<file path="src/hdl/prcd_consts.svh">
`ifndef PRCD_CONSTS_SVH
`define PRCD_CONSTS_SVH

// ----------------------------------------
// Configuration word field positions
// ----------------------------------------
`define PRCD_MEM_LOOP_LSB    8
`define PRCD_MEM_LOOP_MSB    9
`define PRCD_MEM_MULT_LSB    10
`define PRCD_MEM_MULT_MSB    14
`define PRCD_MEM_SYNC_BIT    184
`define PRCD_MEM_RATE_BIT    232
`define PRCD_MEM_RSV_BIT     234

// ----------------------------------------
// Platform multiplier codes
// ----------------------------------------
`define PRCD_PLAT_MIN        5'h05
`define PRCD_PLAT_MAX        5'h0c

// ----------------------------------------
// Cluster multiplier codes
// ----------------------------------------
`define PRCD_CLU_MIN         5'h08
`define PRCD_CLU_MAX         5'h0c
`define PRCD_CLU_X14         5'h0e
`define PRCD_CLU_X15         5'h0f
`define PRCD_CLU_X16         5'h10

// ----------------------------------------
// Memory multiplier codes
// ----------------------------------------
`define PRCD_MEM_SYNC_CODE   5'h01

// ----------------------------------------
// Core source select codes
// ----------------------------------------
`define PRCD_SEL_P1_DIV1     4'h0
`define PRCD_SEL_P1_DIV2     4'h1
`define PRCD_SEL_P2_DIV1     4'h4
`define PRCD_SEL_P2_DIV2     4'h5
`define PRCD_SEL_P3_DIV1     4'h8
`define PRCD_SEL_P3_DIV2     4'h9
`define PRCD_SEL_P4_DIV1     4'hc
`define PRCD_SEL_P4_DIV2     4'hd

// ----------------------------------------
// Counts
// ----------------------------------------
`define PRCD_NUM_CLUSTERS    4
`define PRCD_NUM_CORES       8
`define PRCD_LOW_CORES       4

`endif

</file>
<file path="src/hdl/prcd_pkg.sv">
package prcd_pkg;

  // ----------------------------------------
  // Source PLL of a core clock
  // ----------------------------------------
  typedef enum logic [1:0]
  {
    PRCD_SRC_ONE   = 2'b00,
    PRCD_SRC_TWO   = 2'b01,
    PRCD_SRC_THREE = 2'b10,
    PRCD_SRC_FOUR  = 2'b11
  } prcd_src_t;

  // ----------------------------------------
  // Memory PLL reference
  // ----------------------------------------
  typedef enum logic
  {
    PRCD_REF_SYSTEM   = 1'b0,
    PRCD_REF_PLATFORM = 1'b1
  } prcd_ref_t;

endpackage

</file>
<file path="src/hdl/prcd_core_sel.sv">
`timescale 1ns/1ns
`include "prcd_consts.svh"

module prcd_core_sel
  import prcd_pkg::*;
#(
  parameter bit UPPER = 1'b0
)
(
  input  wire logic       sel_code,
  input  wire logic [3:0] sel_field,
  output prcd_src_t       src,
  output logic            halved,
  output logic            invalid
);

  // ----------------------------------------
  // Source select decode
  // ----------------------------------------
  always_comb
  begin
    src     = PRCD_SRC_ONE;
    halved  = 1'b0;
    invalid = 1'b0;
    if (!UPPER)
    begin
      unique case (sel_field)
        `PRCD_SEL_P1_DIV1: src = PRCD_SRC_ONE;
        `PRCD_SEL_P1_DIV2:
        begin
          src    = PRCD_SRC_ONE;
          halved = 1'b1;
        end
        `PRCD_SEL_P2_DIV1: src = PRCD_SRC_TWO;
        `PRCD_SEL_P2_DIV2:
        begin
          src    = PRCD_SRC_TWO;
          halved = 1'b1;
        end
        `PRCD_SEL_P3_DIV1:
        begin
          src    = PRCD_SRC_THREE;
          halved = 1'b1;
        end
        default: invalid = 1'b1;
      endcase
    end
    else
    begin
      unique case (sel_field)
        `PRCD_SEL_P1_DIV1: src = PRCD_SRC_ONE;
        `PRCD_SEL_P3_DIV1: src = PRCD_SRC_THREE;
        `PRCD_SEL_P3_DIV2:
        begin
          src    = PRCD_SRC_THREE;
          halved = 1'b1;
        end
        `PRCD_SEL_P4_DIV1: src = PRCD_SRC_FOUR;
        `PRCD_SEL_P4_DIV2:
        begin
          src    = PRCD_SRC_FOUR;
          halved = 1'b1;
        end
        default: invalid = 1'b1;
      endcase
    end
    if (!sel_code)
    begin
      src     = PRCD_SRC_ONE;
      halved  = 1'b0;
      invalid = 1'b0;
    end
  end

endmodule

</file>
<file path="src/hdl/prcd_decoder.sv">
`timescale 1ns/1ns
`include "prcd_consts.svh"

module prcd_decoder
  import prcd_pkg::*;
(
  input  wire logic         sys_clk,
  input  wire logic         rst_n,
  input  wire logic         cfg_sample,
  input  wire logic [255:0] reset_configuration_word,
  input  wire logic [4:0]   platform_multiplier_field,
  input  wire logic [1:0]   platform_loop_config_field,
  input  wire logic [19:0]  cluster_multiplier_field,
  input  wire logic [7:0]   cluster_loop_config_field,
  input  wire logic [31:0]  core_source_select_field,
  output logic [4:0]        plat_mult_q,
  output logic [1:0]        plat_loop_q,
  output logic              plat_invalid_q,
  output logic [19:0]       clu_mult_q,
  output logic [7:0]        clu_loop_q,
  output logic [3:0]        clu_invalid_q,
  output logic [15:0]       core_src_q,
  output logic [7:0]        core_halved_q,
  output logic [7:0]        core_invalid_q,
  output logic [4:0]        mem_mult_q,
  output logic [1:0]        mem_loop_q,
  output logic              mem_ref_q,
  output logic              mem_sync_q,
  output logic              mem_invalid_q,
  output logic              cfg_valid_q
);

  // ----------------------------------------
  // Input synchroniser for the sample strobe
  // ----------------------------------------
  logic smp_s1_q;
  logic smp_s2_q;
  logic smp_s3_q;
  logic smp_pulse;

  always_ff @(posedge sys_clk)
  begin
    if (!rst_n)
    begin
      smp_s1_q <= 1'b0;
      smp_s2_q <= 1'b0;
      smp_s3_q <= 1'b0;
    end
    else
    begin
      smp_s1_q <= cfg_sample;
      smp_s2_q <= smp_s1_q;
      smp_s3_q <= smp_s2_q;
    end
  end

  assign smp_pulse = smp_s2_q & ~smp_s3_q;

  // ----------------------------------------
  // Memory fields from the configuration word
  // ----------------------------------------
  logic [4:0] mem_field;
  logic [1:0] mem_loop_field;
  logic       sync_mode;
  logic       mode_mismatch;
  logic       rsv_set;

  assign mem_field      =
    reset_configuration_word[`PRCD_MEM_MULT_MSB:`PRCD_MEM_MULT_LSB];
  assign mem_loop_field =
    reset_configuration_word[`PRCD_MEM_LOOP_MSB:`PRCD_MEM_LOOP_LSB];
  assign sync_mode      = reset_configuration_word[`PRCD_MEM_SYNC_BIT];
  assign mode_mismatch  = reset_configuration_word[`PRCD_MEM_SYNC_BIT] !=
                          reset_configuration_word[`PRCD_MEM_RATE_BIT];
  assign rsv_set        = reset_configuration_word[`PRCD_MEM_RSV_BIT];

  // ----------------------------------------
  // Combinational decode
  // ----------------------------------------
  logic       plat_bad;
  logic       mem_bad;
  logic [3:0] clu_bad;

  always_comb
  begin
    plat_bad = (platform_multiplier_field < `PRCD_PLAT_MIN) ||
               (platform_multiplier_field > `PRCD_PLAT_MAX);
    mem_bad  = 1'b1;
    if (sync_mode)
    begin
      mem_bad = (mem_field != `PRCD_MEM_SYNC_CODE);
    end
    else
    begin
      unique case (mem_field)
        5'h05, 5'h06, 5'h08, 5'h09, 5'h0a, 5'h0c, 5'h0d, 5'h10: mem_bad = 1'b0;
        default: mem_bad = 1'b1;
      endcase
    end
    mem_bad = mem_bad | mode_mismatch | rsv_set;
  end

  genvar gi;
  generate
    for (gi = 0; gi < `PRCD_NUM_CLUSTERS; gi++)
    begin : g_clu
      logic [4:0] f;
      assign f = cluster_multiplier_field[gi*5 +: 5];
      assign clu_bad[gi] = !(((f >= `PRCD_CLU_MIN) && (f <= `PRCD_CLU_MAX)) ||
                             (f == `PRCD_CLU_X14) || (f == `PRCD_CLU_X15) ||
                             (f == `PRCD_CLU_X16));
    end
  endgenerate

  // ----------------------------------------
  // Core source select decoders
  // ----------------------------------------
  prcd_src_t  core_src  [8];
  logic [7:0] core_half;
  logic [7:0] core_bad;

  generate
    for (gi = 0; gi < `PRCD_NUM_CORES; gi++)
    begin : g_core
      prcd_core_sel #(
        .UPPER (gi >= `PRCD_LOW_CORES)
      ) u_sel (
        .sel_code  (1'b1),
        .sel_field (core_source_select_field[gi*4 +: 4]),
        .src       (core_src[gi]),
        .halved    (core_half[gi]),
        .invalid   (core_bad[gi])
      );
    end
  endgenerate

  // ----------------------------------------
  // Platform PLL settings
  // ----------------------------------------
  always_ff @(posedge sys_clk)
  begin
    if (!rst_n)
    begin
      plat_mult_q    <= 5'h00;
      plat_loop_q    <= 2'h0;
      plat_invalid_q <= 1'b0;
    end
    else if (smp_pulse)
    begin
      plat_mult_q    <= plat_bad ? 5'h00 : platform_multiplier_field;
      plat_loop_q    <= platform_loop_config_field;
      plat_invalid_q <= plat_bad;
    end
  end

  // ----------------------------------------
  // Cluster PLL settings
  // ----------------------------------------
  always_ff @(posedge sys_clk)
  begin
    if (!rst_n)
    begin
      clu_mult_q    <= 20'h00000;
      clu_loop_q    <= 8'h00;
      clu_invalid_q <= 4'h0;
    end
    else if (smp_pulse)
    begin
      for (int i = 0; i < `PRCD_NUM_CLUSTERS; i++)
      begin
        clu_mult_q[i*5 +: 5] <= clu_bad[i] ? 5'h00 : cluster_multiplier_field[i*5 +: 5];
      end
      clu_loop_q    <= cluster_loop_config_field;
      clu_invalid_q <= clu_bad;
    end
  end

  // ----------------------------------------
  // Core clock mux settings
  // ----------------------------------------
  always_ff @(posedge sys_clk)
  begin
    if (!rst_n)
    begin
      core_src_q     <= 16'h0000;
      core_halved_q  <= 8'h00;
      core_invalid_q <= 8'h00;
    end
    else if (smp_pulse)
    begin
      for (int i = 0; i < `PRCD_NUM_CORES; i++)
      begin
        core_src_q[i*2 +: 2] <= core_bad[i] ? 2'h0 : core_src[i];
      end
      core_halved_q  <= core_half & ~core_bad;
      core_invalid_q <= core_bad;
    end
  end

  // ----------------------------------------
  // Shared memory PLL settings
  // ----------------------------------------
  always_ff @(posedge sys_clk)
  begin
    if (!rst_n)
    begin
      mem_mult_q    <= 5'h00;
      mem_loop_q    <= 2'h0;
      mem_ref_q     <= PRCD_REF_SYSTEM;
      mem_sync_q    <= 1'b0;
      mem_invalid_q <= 1'b0;
    end
    else if (smp_pulse)
    begin
      mem_mult_q    <= mem_bad ? 5'h00 : mem_field;
      mem_loop_q    <= mem_loop_field;
      mem_ref_q     <= sync_mode ? PRCD_REF_PLATFORM : PRCD_REF_SYSTEM;
      mem_sync_q    <= sync_mode;
      mem_invalid_q <= mem_bad;
    end
  end

  always_ff @(posedge sys_clk)
  begin
    if (!rst_n)
    begin
      cfg_valid_q <= 1'b0;
    end
    else if (smp_pulse)
    begin
      cfg_valid_q <= 1'b1;
    end
  end

  // ----------------------------------------
  // Checks
  // ----------------------------------------
  AST_PLAT_RANGE: assert property (@(posedge sys_clk) disable iff (!rst_n)
    smp_pulse |=> (plat_invalid_q == ((platform_multiplier_field < 5'h05) ||
                   (platform_multiplier_field > 5'h0c))) || $changed(platform_multiplier_field))
    else $error("Platform reserved flag wrong");

  AST_PLAT_ZERO: assert property (@(posedge sys_clk) disable iff (!rst_n)
    plat_invalid_q |-> plat_mult_q == 5'h00)
    else $error("Reserved platform code drives a factor");

  AST_CLU_ZERO: assert property (@(posedge sys_clk) disable iff (!rst_n)
    clu_invalid_q[0] |-> clu_mult_q[4:0] == 5'h00)
    else $error("Reserved cluster code drives a factor");

  AST_CLU_X13: assert property (@(posedge sys_clk) disable iff (!rst_n)
    (smp_pulse && cluster_multiplier_field[4:0] == 5'h0d) |=> clu_invalid_q[0])
    else $error("Cluster code 13 not flagged");

  AST_LOW_P4: assert property (@(posedge sys_clk) disable iff (!rst_n)
    (core_src_q[1:0] != 2'b11))
    else $error("Low core selected PLL four");

  AST_UP_P2: assert property (@(posedge sys_clk) disable iff (!rst_n)
    (core_src_q[15:14] != 2'b01))
    else $error("High core selected PLL two");

  AST_MEM_REF: assert property (@(posedge sys_clk) disable iff (!rst_n)
    smp_pulse |=> (mem_ref_q == $past(reset_configuration_word[184])))
    else $error("Memory reference mismatches mode");

  AST_MEM_SYNC: assert property (@(posedge sys_clk) disable iff (!rst_n)
    (cfg_valid_q && mem_sync_q && !mem_invalid_q) |-> mem_mult_q == 5'h01)
    else $error("Sync memory factor not one");

  AST_MEM_RSV: assert property (@(posedge sys_clk) disable iff (!rst_n)
    (smp_pulse && reset_configuration_word[234]) |=> mem_invalid_q)
    else $error("Reserved memory bit not flagged");

  AST_SAMPLE_LAT: assert property (@(posedge sys_clk) disable iff (!rst_n)
    $rose(smp_s2_q) |=> cfg_valid_q)
    else $error("Sample not taken");
endmodule

</file>
<file path="config.mk">
export PLATFORM = sky130hd
export DESIGN_NAME = prcd_decoder
export DESIGN_NICKNAME = d
export VERILOG_FILES = /design/src/hdl/prcd_pkg.sv /design/src/hdl/prcd_core_sel.sv /design/src/hdl/prcd_decoder.sv
export VERILOG_INCLUDE_DIRS = /design/src /design/src/hdl
export SDC_FILE = /design/constraint.sdc
export NUM_CORES = 1
export LEC_CHECK = 0
export BUFFER_PORTS_ARGS = -buffer_cell sky130_fd_sc_hd__buf_2
export CAP_MARGIN = 40
export CORE_AREA = 2 2 158 160
export CTS_BUF_LIST = sky130_fd_sc_hd__clkbuf_16
export DETAILED_ROUTE_END_ITERATION = 6
export DIE_AREA = 0 0 160 162
export PLACE_DENSITY = 0.39
export SLEW_MARGIN = 15
export SYNTH_ARGS = -nofsm -noshare
export SYNTH_HDL_FRONTEND = slang
export SYNTH_SLANG_ARGS = --single-unit
</file>
<file path="constraint.sdc">
create_clock -name sys_clk -period 3.59 [get_ports sys_clk]
set_clock_uncertainty 0.1 [all_clocks]
set_input_delay 0 -clock sys_clk [delete_from_list [all_inputs] [get_ports sys_clk]]
set_output_delay 0 -clock sys_clk [all_outputs]
set_load 0.005 [all_outputs]
</file>
==> metrics.txt, run 1 <==
number of routed nets with antenna violations 0; worst skew pair latency ~0.34 ns; overall fraction of global-route tracks in use 0.0908; met2 usage 0.153; ratio of final minimum period to clock period 0.622; Critical Path AT about 2.4 ns; Final Critical Period 2.23 ns; antenna violations before repair 0; CP Data Required Time 3.73 ns; run status complete, no violations; P per Cell Area 398 nW/µm²; final setup slack of the worst path between 1 and 1.5 ns; DP HPWL 8.01 mm; post-layout util 0.243; sum of routed wire length over all layers around 12 mm; met1 layer usage reported by global route 0.110; std cell rows 57; kind of critical path reg -> reg; core area 24100 µm²; DRC violations left 0; worst slew pin tran between 0.8 and 0.9 ns; Setup TNS 0 ns; max_cap viols 0; number of buffers created by CTS 9; Layout Area Growth over Synthesis 65.1%; count of TritonRoute iterations in the first routing pass 4; vias after detailed routing 3646; placement-stage worst setup slack 1.61 ns; syn avg cell area 9.00 µm²; TritonCTS clock tree yes; buffer depth of the longest clock path 2; Yosys reg bits 85; vias in the first global route 3600; pin count of the biggest net entering global routing ~70; clock root buffer sky130_fd_sc_hd__clkbuf_16; number of nets in the final layout roughly 950; highest-utilization routing layer at the global route stage met2; final number of setup-violating endpoints 0; total nets after synthesis 723; Hold Crit Class in -> reg; achievable clock frequency around 0.45 GHz; final-report max-slew violation count 0; post-synthesis cell area 3550 µm²; H-tree depth 3; die width about 160 µm; sequential fraction of the synthesis area 0.480; clock edge transition at the registers on the reported setup and hold paths about 0.06 ns; critical path launch point type flip-flop; fraction of layout cells with a size suffix above 1 0.315; Ys Warns 0; met3 capacity usage during global routing 0.0204; critical path fanouts, max 70; routability cong. 0.665; type of destination of the critical path flip-flop; first-pass GRT wire length 18.6 mm; Max transition margin 0.455; distinct cell type count after synthesis 38; Initial Util 0.147; remaining global-route overflow 0; per-cell via count in the routed design 3.82; RSZ-0062 raised after global routing false; Die Y between 150 and 200 µm; DRC marker count from the first detailed-route iteration roughly 120; final hold viol count 0; number of top-level pins 409; maximum ir drop on the vdd rail 209 µV; leakage power of the design 2.48 nW; cell count after synthesis 394; total of buffers placed on input and output ports 162; average routed wire per standard cell about 12 µm; DIE AREA 25900 µm²; Total Power 2.33 mW; TritonCTS Sinks 85
-- per-stage QoR --
stage / instance area [µm²] / instances / hold WS, ns
final: 5850 / 954 / 0.0276
after global routing: 5850 / 953 / 0.0400
after CTS: 5820 / 951 / 0.00233
after detailed placement: 4710 / 859 / 0.119
after global placement: 4710 / 859 / 0.112
after floorplan: 3550 / 394 / 0.0273
-- repair_timing --
item / in CTS / in global routing
hold endpoints to repair: 72 / 9
buffers inserted: 0 / 0
hold buffers: 77 / 1
resized for setup: 0 / 0
-- report_power, final --
| group | switching [mW] | total (mW) | internal (mW) |
|---|---|---|---|
| combinational | 0.121 | 0.269 | 0.148 |
| sequential | 0.0110 | 0.977 | 0.966 |
| clock | 0.406 | 1.08 | 0.678 |
-- layout by cell type, fill, tap and decap left out, types with 2 or more instances in the layout --
cell type                         n
sky130_fd_sc_hd__buf_2          162
sky130_fd_sc_hd__dfxtp_1         85
sky130_fd_sc_hd__dlygate4sd3_1   78
sky130_fd_sc_hd__nand2_1         38
sky130_fd_sc_hd__nor2b_1         32
sky130_fd_sc_hd__a21oi_1         29
sky130_fd_sc_hd__nor2_1          28
sky130_fd_sc_hd__a21boi_0        22
sky130_fd_sc_hd__o21ai_0         17
sky130_fd_sc_hd__a22oi_1         14
sky130_fd_sc_hd__nand3_1         10
sky130_fd_sc_hd__and2_1          10
sky130_fd_sc_hd__nor3b_1          9
sky130_fd_sc_hd__clkbuf_16        9
sky130_fd_sc_hd__nor3_1           8
sky130_fd_sc_hd__nand4b_1         6
sky130_fd_sc_hd__and3_1           5
sky130_fd_sc_hd__buf_4            5
sky130_fd_sc_hd__or4b_1           4
sky130_fd_sc_hd__nand2b_1         4
sky130_fd_sc_hd__o31ai_1          4
sky130_fd_sc_hd__nor4b_1          4
sky130_fd_sc_hd__mux2_2           4
sky130_fd_sc_hd__a22o_1           4
sky130_fd_sc_hd__mux2i_1          4
sky130_fd_sc_hd__inv_1            3
sky130_fd_sc_hd__a211oi_1         3
sky130_fd_sc_hd__a32o_1           3
sky130_fd_sc_hd__ha_1             3
sky130_fd_sc_hd__bufinv_16        3
sky130_fd_sc_hd__or2_2            2
sky130_fd_sc_hd__o21a_1           2
sky130_fd_sc_hd__clkinv_4         2
sky130_fd_sc_hd__buf_12           2
-- layout make-up --
class                      instances  area [µm²]
multi-input combinational        279        1730
fill                            2658       18300
clock inverter                     6         113
sequential                        85        1700
timing repair buffer             247        1670
antenna                            1        2.50
tap                              324         405
inverter                           3        11.3
clock buffer                       9         225
-- cell usage after synthesis (all sizes together) --
| master | count | area [µm²] |
|---|---|---|
| inv | 3 | 11.3 |
| and2b | 1 | 8.76 |
| o31a | 1 | 8.76 |
| nor2 | 28 | 105 |
| or2 | 2 | 12.5 |
| and3 | 5 | 31.3 |
| nor3b | 9 | 67.6 |
| or3b | 1 | 11.3 |
| nor3 | 8 | 40.0 |
| a211oi | 4 | 35.0 |
| ha | 3 | 37.5 |
| clkbuf | 13 | 48.8 |
| nand2 | 38 | 143 |
| o31ai | 4 | 30.0 |
| nand3 | 10 | 50.1 |
| dfxtp | 85 | 1700 |
| a221o | 1 | 11.3 |
| nand4b | 6 | 52.6 |
| or4b | 4 | 40.0 |
| buf | 14 | 72.6 |
| o21ai | 17 | 85.1 |
| nor2b | 33 | 206 |
| and2 | 10 | 62.6 |
| nand2b | 5 | 31.3 |
| nor4b | 4 | 35.0 |
| mux2 | 4 | 45.0 |
| a22o | 4 | 35.0 |
| a21boi | 22 | 165 |
| xor2 | 1 | 8.76 |
| a31o | 1 | 8.76 |
| a22oi | 14 | 105 |
| a32o | 3 | 30.0 |
| a21oi | 30 | 154 |
| mux2i | 4 | 40.0 |
| o21a | 2 | 15.0 |
-- final timing paths --
check             slack (ns)  cells after the start                end                         start
setup reg to reg        1.36                      5  core_invalid_q[4]                      smp_s3_q
hold reg to reg         0.33                      1           smp_s2_q                      smp_s1_q
setup / recovery        1.36                      5  core_invalid_q[4]                      smp_s3_q
hold / removal          0.03                      4     core_src_q[11]  core_source_select_field[23]
-- state kept, by name, indices dropped and copies added (netlist names), 2 cells and up --
signal and cells:
clu_mult_q 20, clu_invalid_q 4, mem_loop_q 2, mem_mult_q 5, core_halved_q 8, plat_loop_q 2, core_invalid_q 8, plat_mult_q 5
clu_loop_q 8, core_src_q 16
-- kinds of logic after synthesis --
kind of cell / synth area share
simple gates: 0.253
compound gates: 0.193
flops: 0.480
buf+inv: 0.0374
mux: 0.0240
fa+ha+maj: 0.0106
xor+xnor: 0.00247
-- layer usage --
layer | wire, µm | part of all wire
met1 | 5490 | 0.46
met2 | 5590 | 0.47
met3 | 559 | 0.047
met4 | 231 | 0.019
met5 | 0 | 0
-- critical path: stages, from the launching register on --
cell	delay, ns
sky130_fd_sc_hd__dfxtp_1	0.33
sky130_fd_sc_hd__nand2b_4	0.52
sky130_fd_sc_hd__buf_4	0.37
sky130_fd_sc_hd__nor3_1	0.17
sky130_fd_sc_hd__dlygate4sd3_1	0.58
sky130_fd_sc_hd__nor2_1	0.05
(Power assumes the default switching activity.)
==> run 2, diff against run 1 <==
CORE_AREA = 2 2 159 161   (was 2 2 158 160)
DIE_AREA = 0 0 161 163   (was 0 0 160 162)
PLACE_DENSITY = 0.4   (was 0.39)
clock period = 1.85 ns   (was 3.59 ns; I/O delays follow)
==> metrics.txt, run 2 (synthesis gave the netlist of run 1 again) <==
max_cap viols 0; overall fraction of global-route tracks in use 0.0908; P per Cell Area 764 nW/µm²; pin count of the biggest net entering global routing 48; Layout Cells excl Fill 970; Final Critical Period 1.66 ns; number of nets in the final layout 964; leakage power of the design 2.54 nW; Critical Path AT 1.80 ns; DP HPWL 8.37 mm; RSZ-0062 raised after global routing false; DIE AREA ~26000 µm²; library cell contributing the largest single delay on the critical path sky130_fd_sc_hd__dlygate4sd3_1; number of top-level pins 409; worst slew pin tran 0.522 ns; final number of setup-violating endpoints 0; Total Power ~4.6 mW; final-report max-slew violation count 0; number of routed nets with antenna violations 0; count of TritonRoute iterations in the first routing pass 4; type of destination of the critical path flip-flop; Final Hold Slack 0.0288 ns; Layout Area Growth over Synthesis 68.1%; Initial Util 0.144; area taken by flip-flops and latches 1700 µm²; Setup TNS 0 ns; H-tree depth 3; core area 24700 µm²; Largest register FFs 20; worst skew pair latency ~0.34 ns; commonest cells after routing, fill and taps aside sky130_fd_sc_hd__buf_2 (162), sky130_fd_sc_hd__dfxtp_1 (85), sky130_fd_sc_hd__dlygate4sd3_1 (78); average routed wire per standard cell 12.3 µm; Hold Crit Class in -> reg; DRC violations left 0; fraction of layout cells with a size suffix above 1 0.325; critical path fanouts, max 22; number of buffers created by CTS 9; remaining global-route overflow 0; most frequent standard cell in the layout excluding fill and tap cells sky130_fd_sc_hd__buf_2; buffer depth of the longest clock path 2; TritonCTS Sinks 85; CP Data Required Time 1.99 ns; placement-stage worst setup slack 0.308 ns; TritonCTS clock tree yes; final setup slack of the worst path between 0.15 and 0.2 ns; routability cong. roughly 0.71; vias after detailed routing 3627; kind of critical path reg -> reg; Critical Path Max Stage Delay roughly 0.57 ns; sum of routed wire length over all layers ~12 mm; count of antenna diodes in the layout 0; cell chain of the critical path nand2b_4 -> buf_12 -> nor3_1 -> dlygate4sd3_1 -> nor2_1; DRC marker count from the first detailed-route iteration ~120; total area of multi-input combinational cells between 1500 and 2000 µm²; Die Y around 160 µm; placed instance count 873; maximum ir drop on the vdd rail 387 µV; clock edge transition at the registers on the reported setup and hold paths 0.06 ns; run status complete, no violations; per-cell via count in the routed design 3.74; antenna violations before repair 2; fillcell total 2745; clock root buffer sky130_fd_sc_hd__clkbuf_16; std cell rows 58; registers with the highest flip-flop counts clu_mult_q: 20 flops, core_src_q: 16 flops; Max transition margin 0.652; final hold viol count 0; Reg with most FFs clu_mult_q; total of buffers placed on input and output ports 162; die width 161 µm; first-pass GRT wire length around 19 mm; critical path launch point type flip-flop; total non-filler cell area in the finished layout about 6000 µm²; vias in the first global route 3647; ratio of final minimum period to clock period 0.900; post-layout util 0.242; standard cell area after detailed placement 4820 µm²; achievable clock frequency around 0.6 GHz
[run 2: where the power goes]
| group | internal (mW) | switching [mW] | total (mW) |
|---|---|---|---|
| logic | 0.310 | 0.235 | 0.544 |
| registers | 1.87 | 0.0219 | 1.90 |
| clock network | 1.32 | 0.796 | 2.11 |
[run 2: cell type report]
| cell class | count | area share |
|---|---|---|
| flip-flops and latches | 85 | 0.285 |
| multi-input cells | 279 | 0.290 |
| clock inverters | 7 | 0.0193 |
| repair buffers | 257 | 0.297 |
| clock buffers | 9 | 0.0378 |
| inverters | 3 | 0.00189 |
| well taps | 330 | 0.0693 |
[run 2: worst max-delay path, delay by kind of cell (launching register included)]
family | cells | cell delay (ns)
flops | 1 | 0.33
buf+inv | 2 | 0.73
simple gates | 3 | 0.39
[run 2: routing by layer]
metal	track usage	part of all wire	vias to the layer above
met5	0	0.0023	-
met3	0.0364	0.072	22
met2	0.145	0.45	97
met1	0.110	0.46	1632
met4	0.0337	0.019	4
li1	-	-	1872
[run 2: final timing paths]
check	startpoint	end	slack, ns	depth (start not counted)
max	smp_s3_q	core_invalid_q[4]	0.19	5
min	reset_configuration_word[10]	mem_mult_q[0]	0.03	5
max reg2reg	smp_s3_q	core_invalid_q[4]	0.19	5
min reg2reg	smp_s1_q	smp_s2_q	0.33	1
[run 2: repair_timing]
action	4_1_cts	5_1_grt
endpoints found under the setup margin	0	1
hold endpoints to repair	72	0
hold buffers	78	0
resized for setup	0	0
setup buffers	0	3
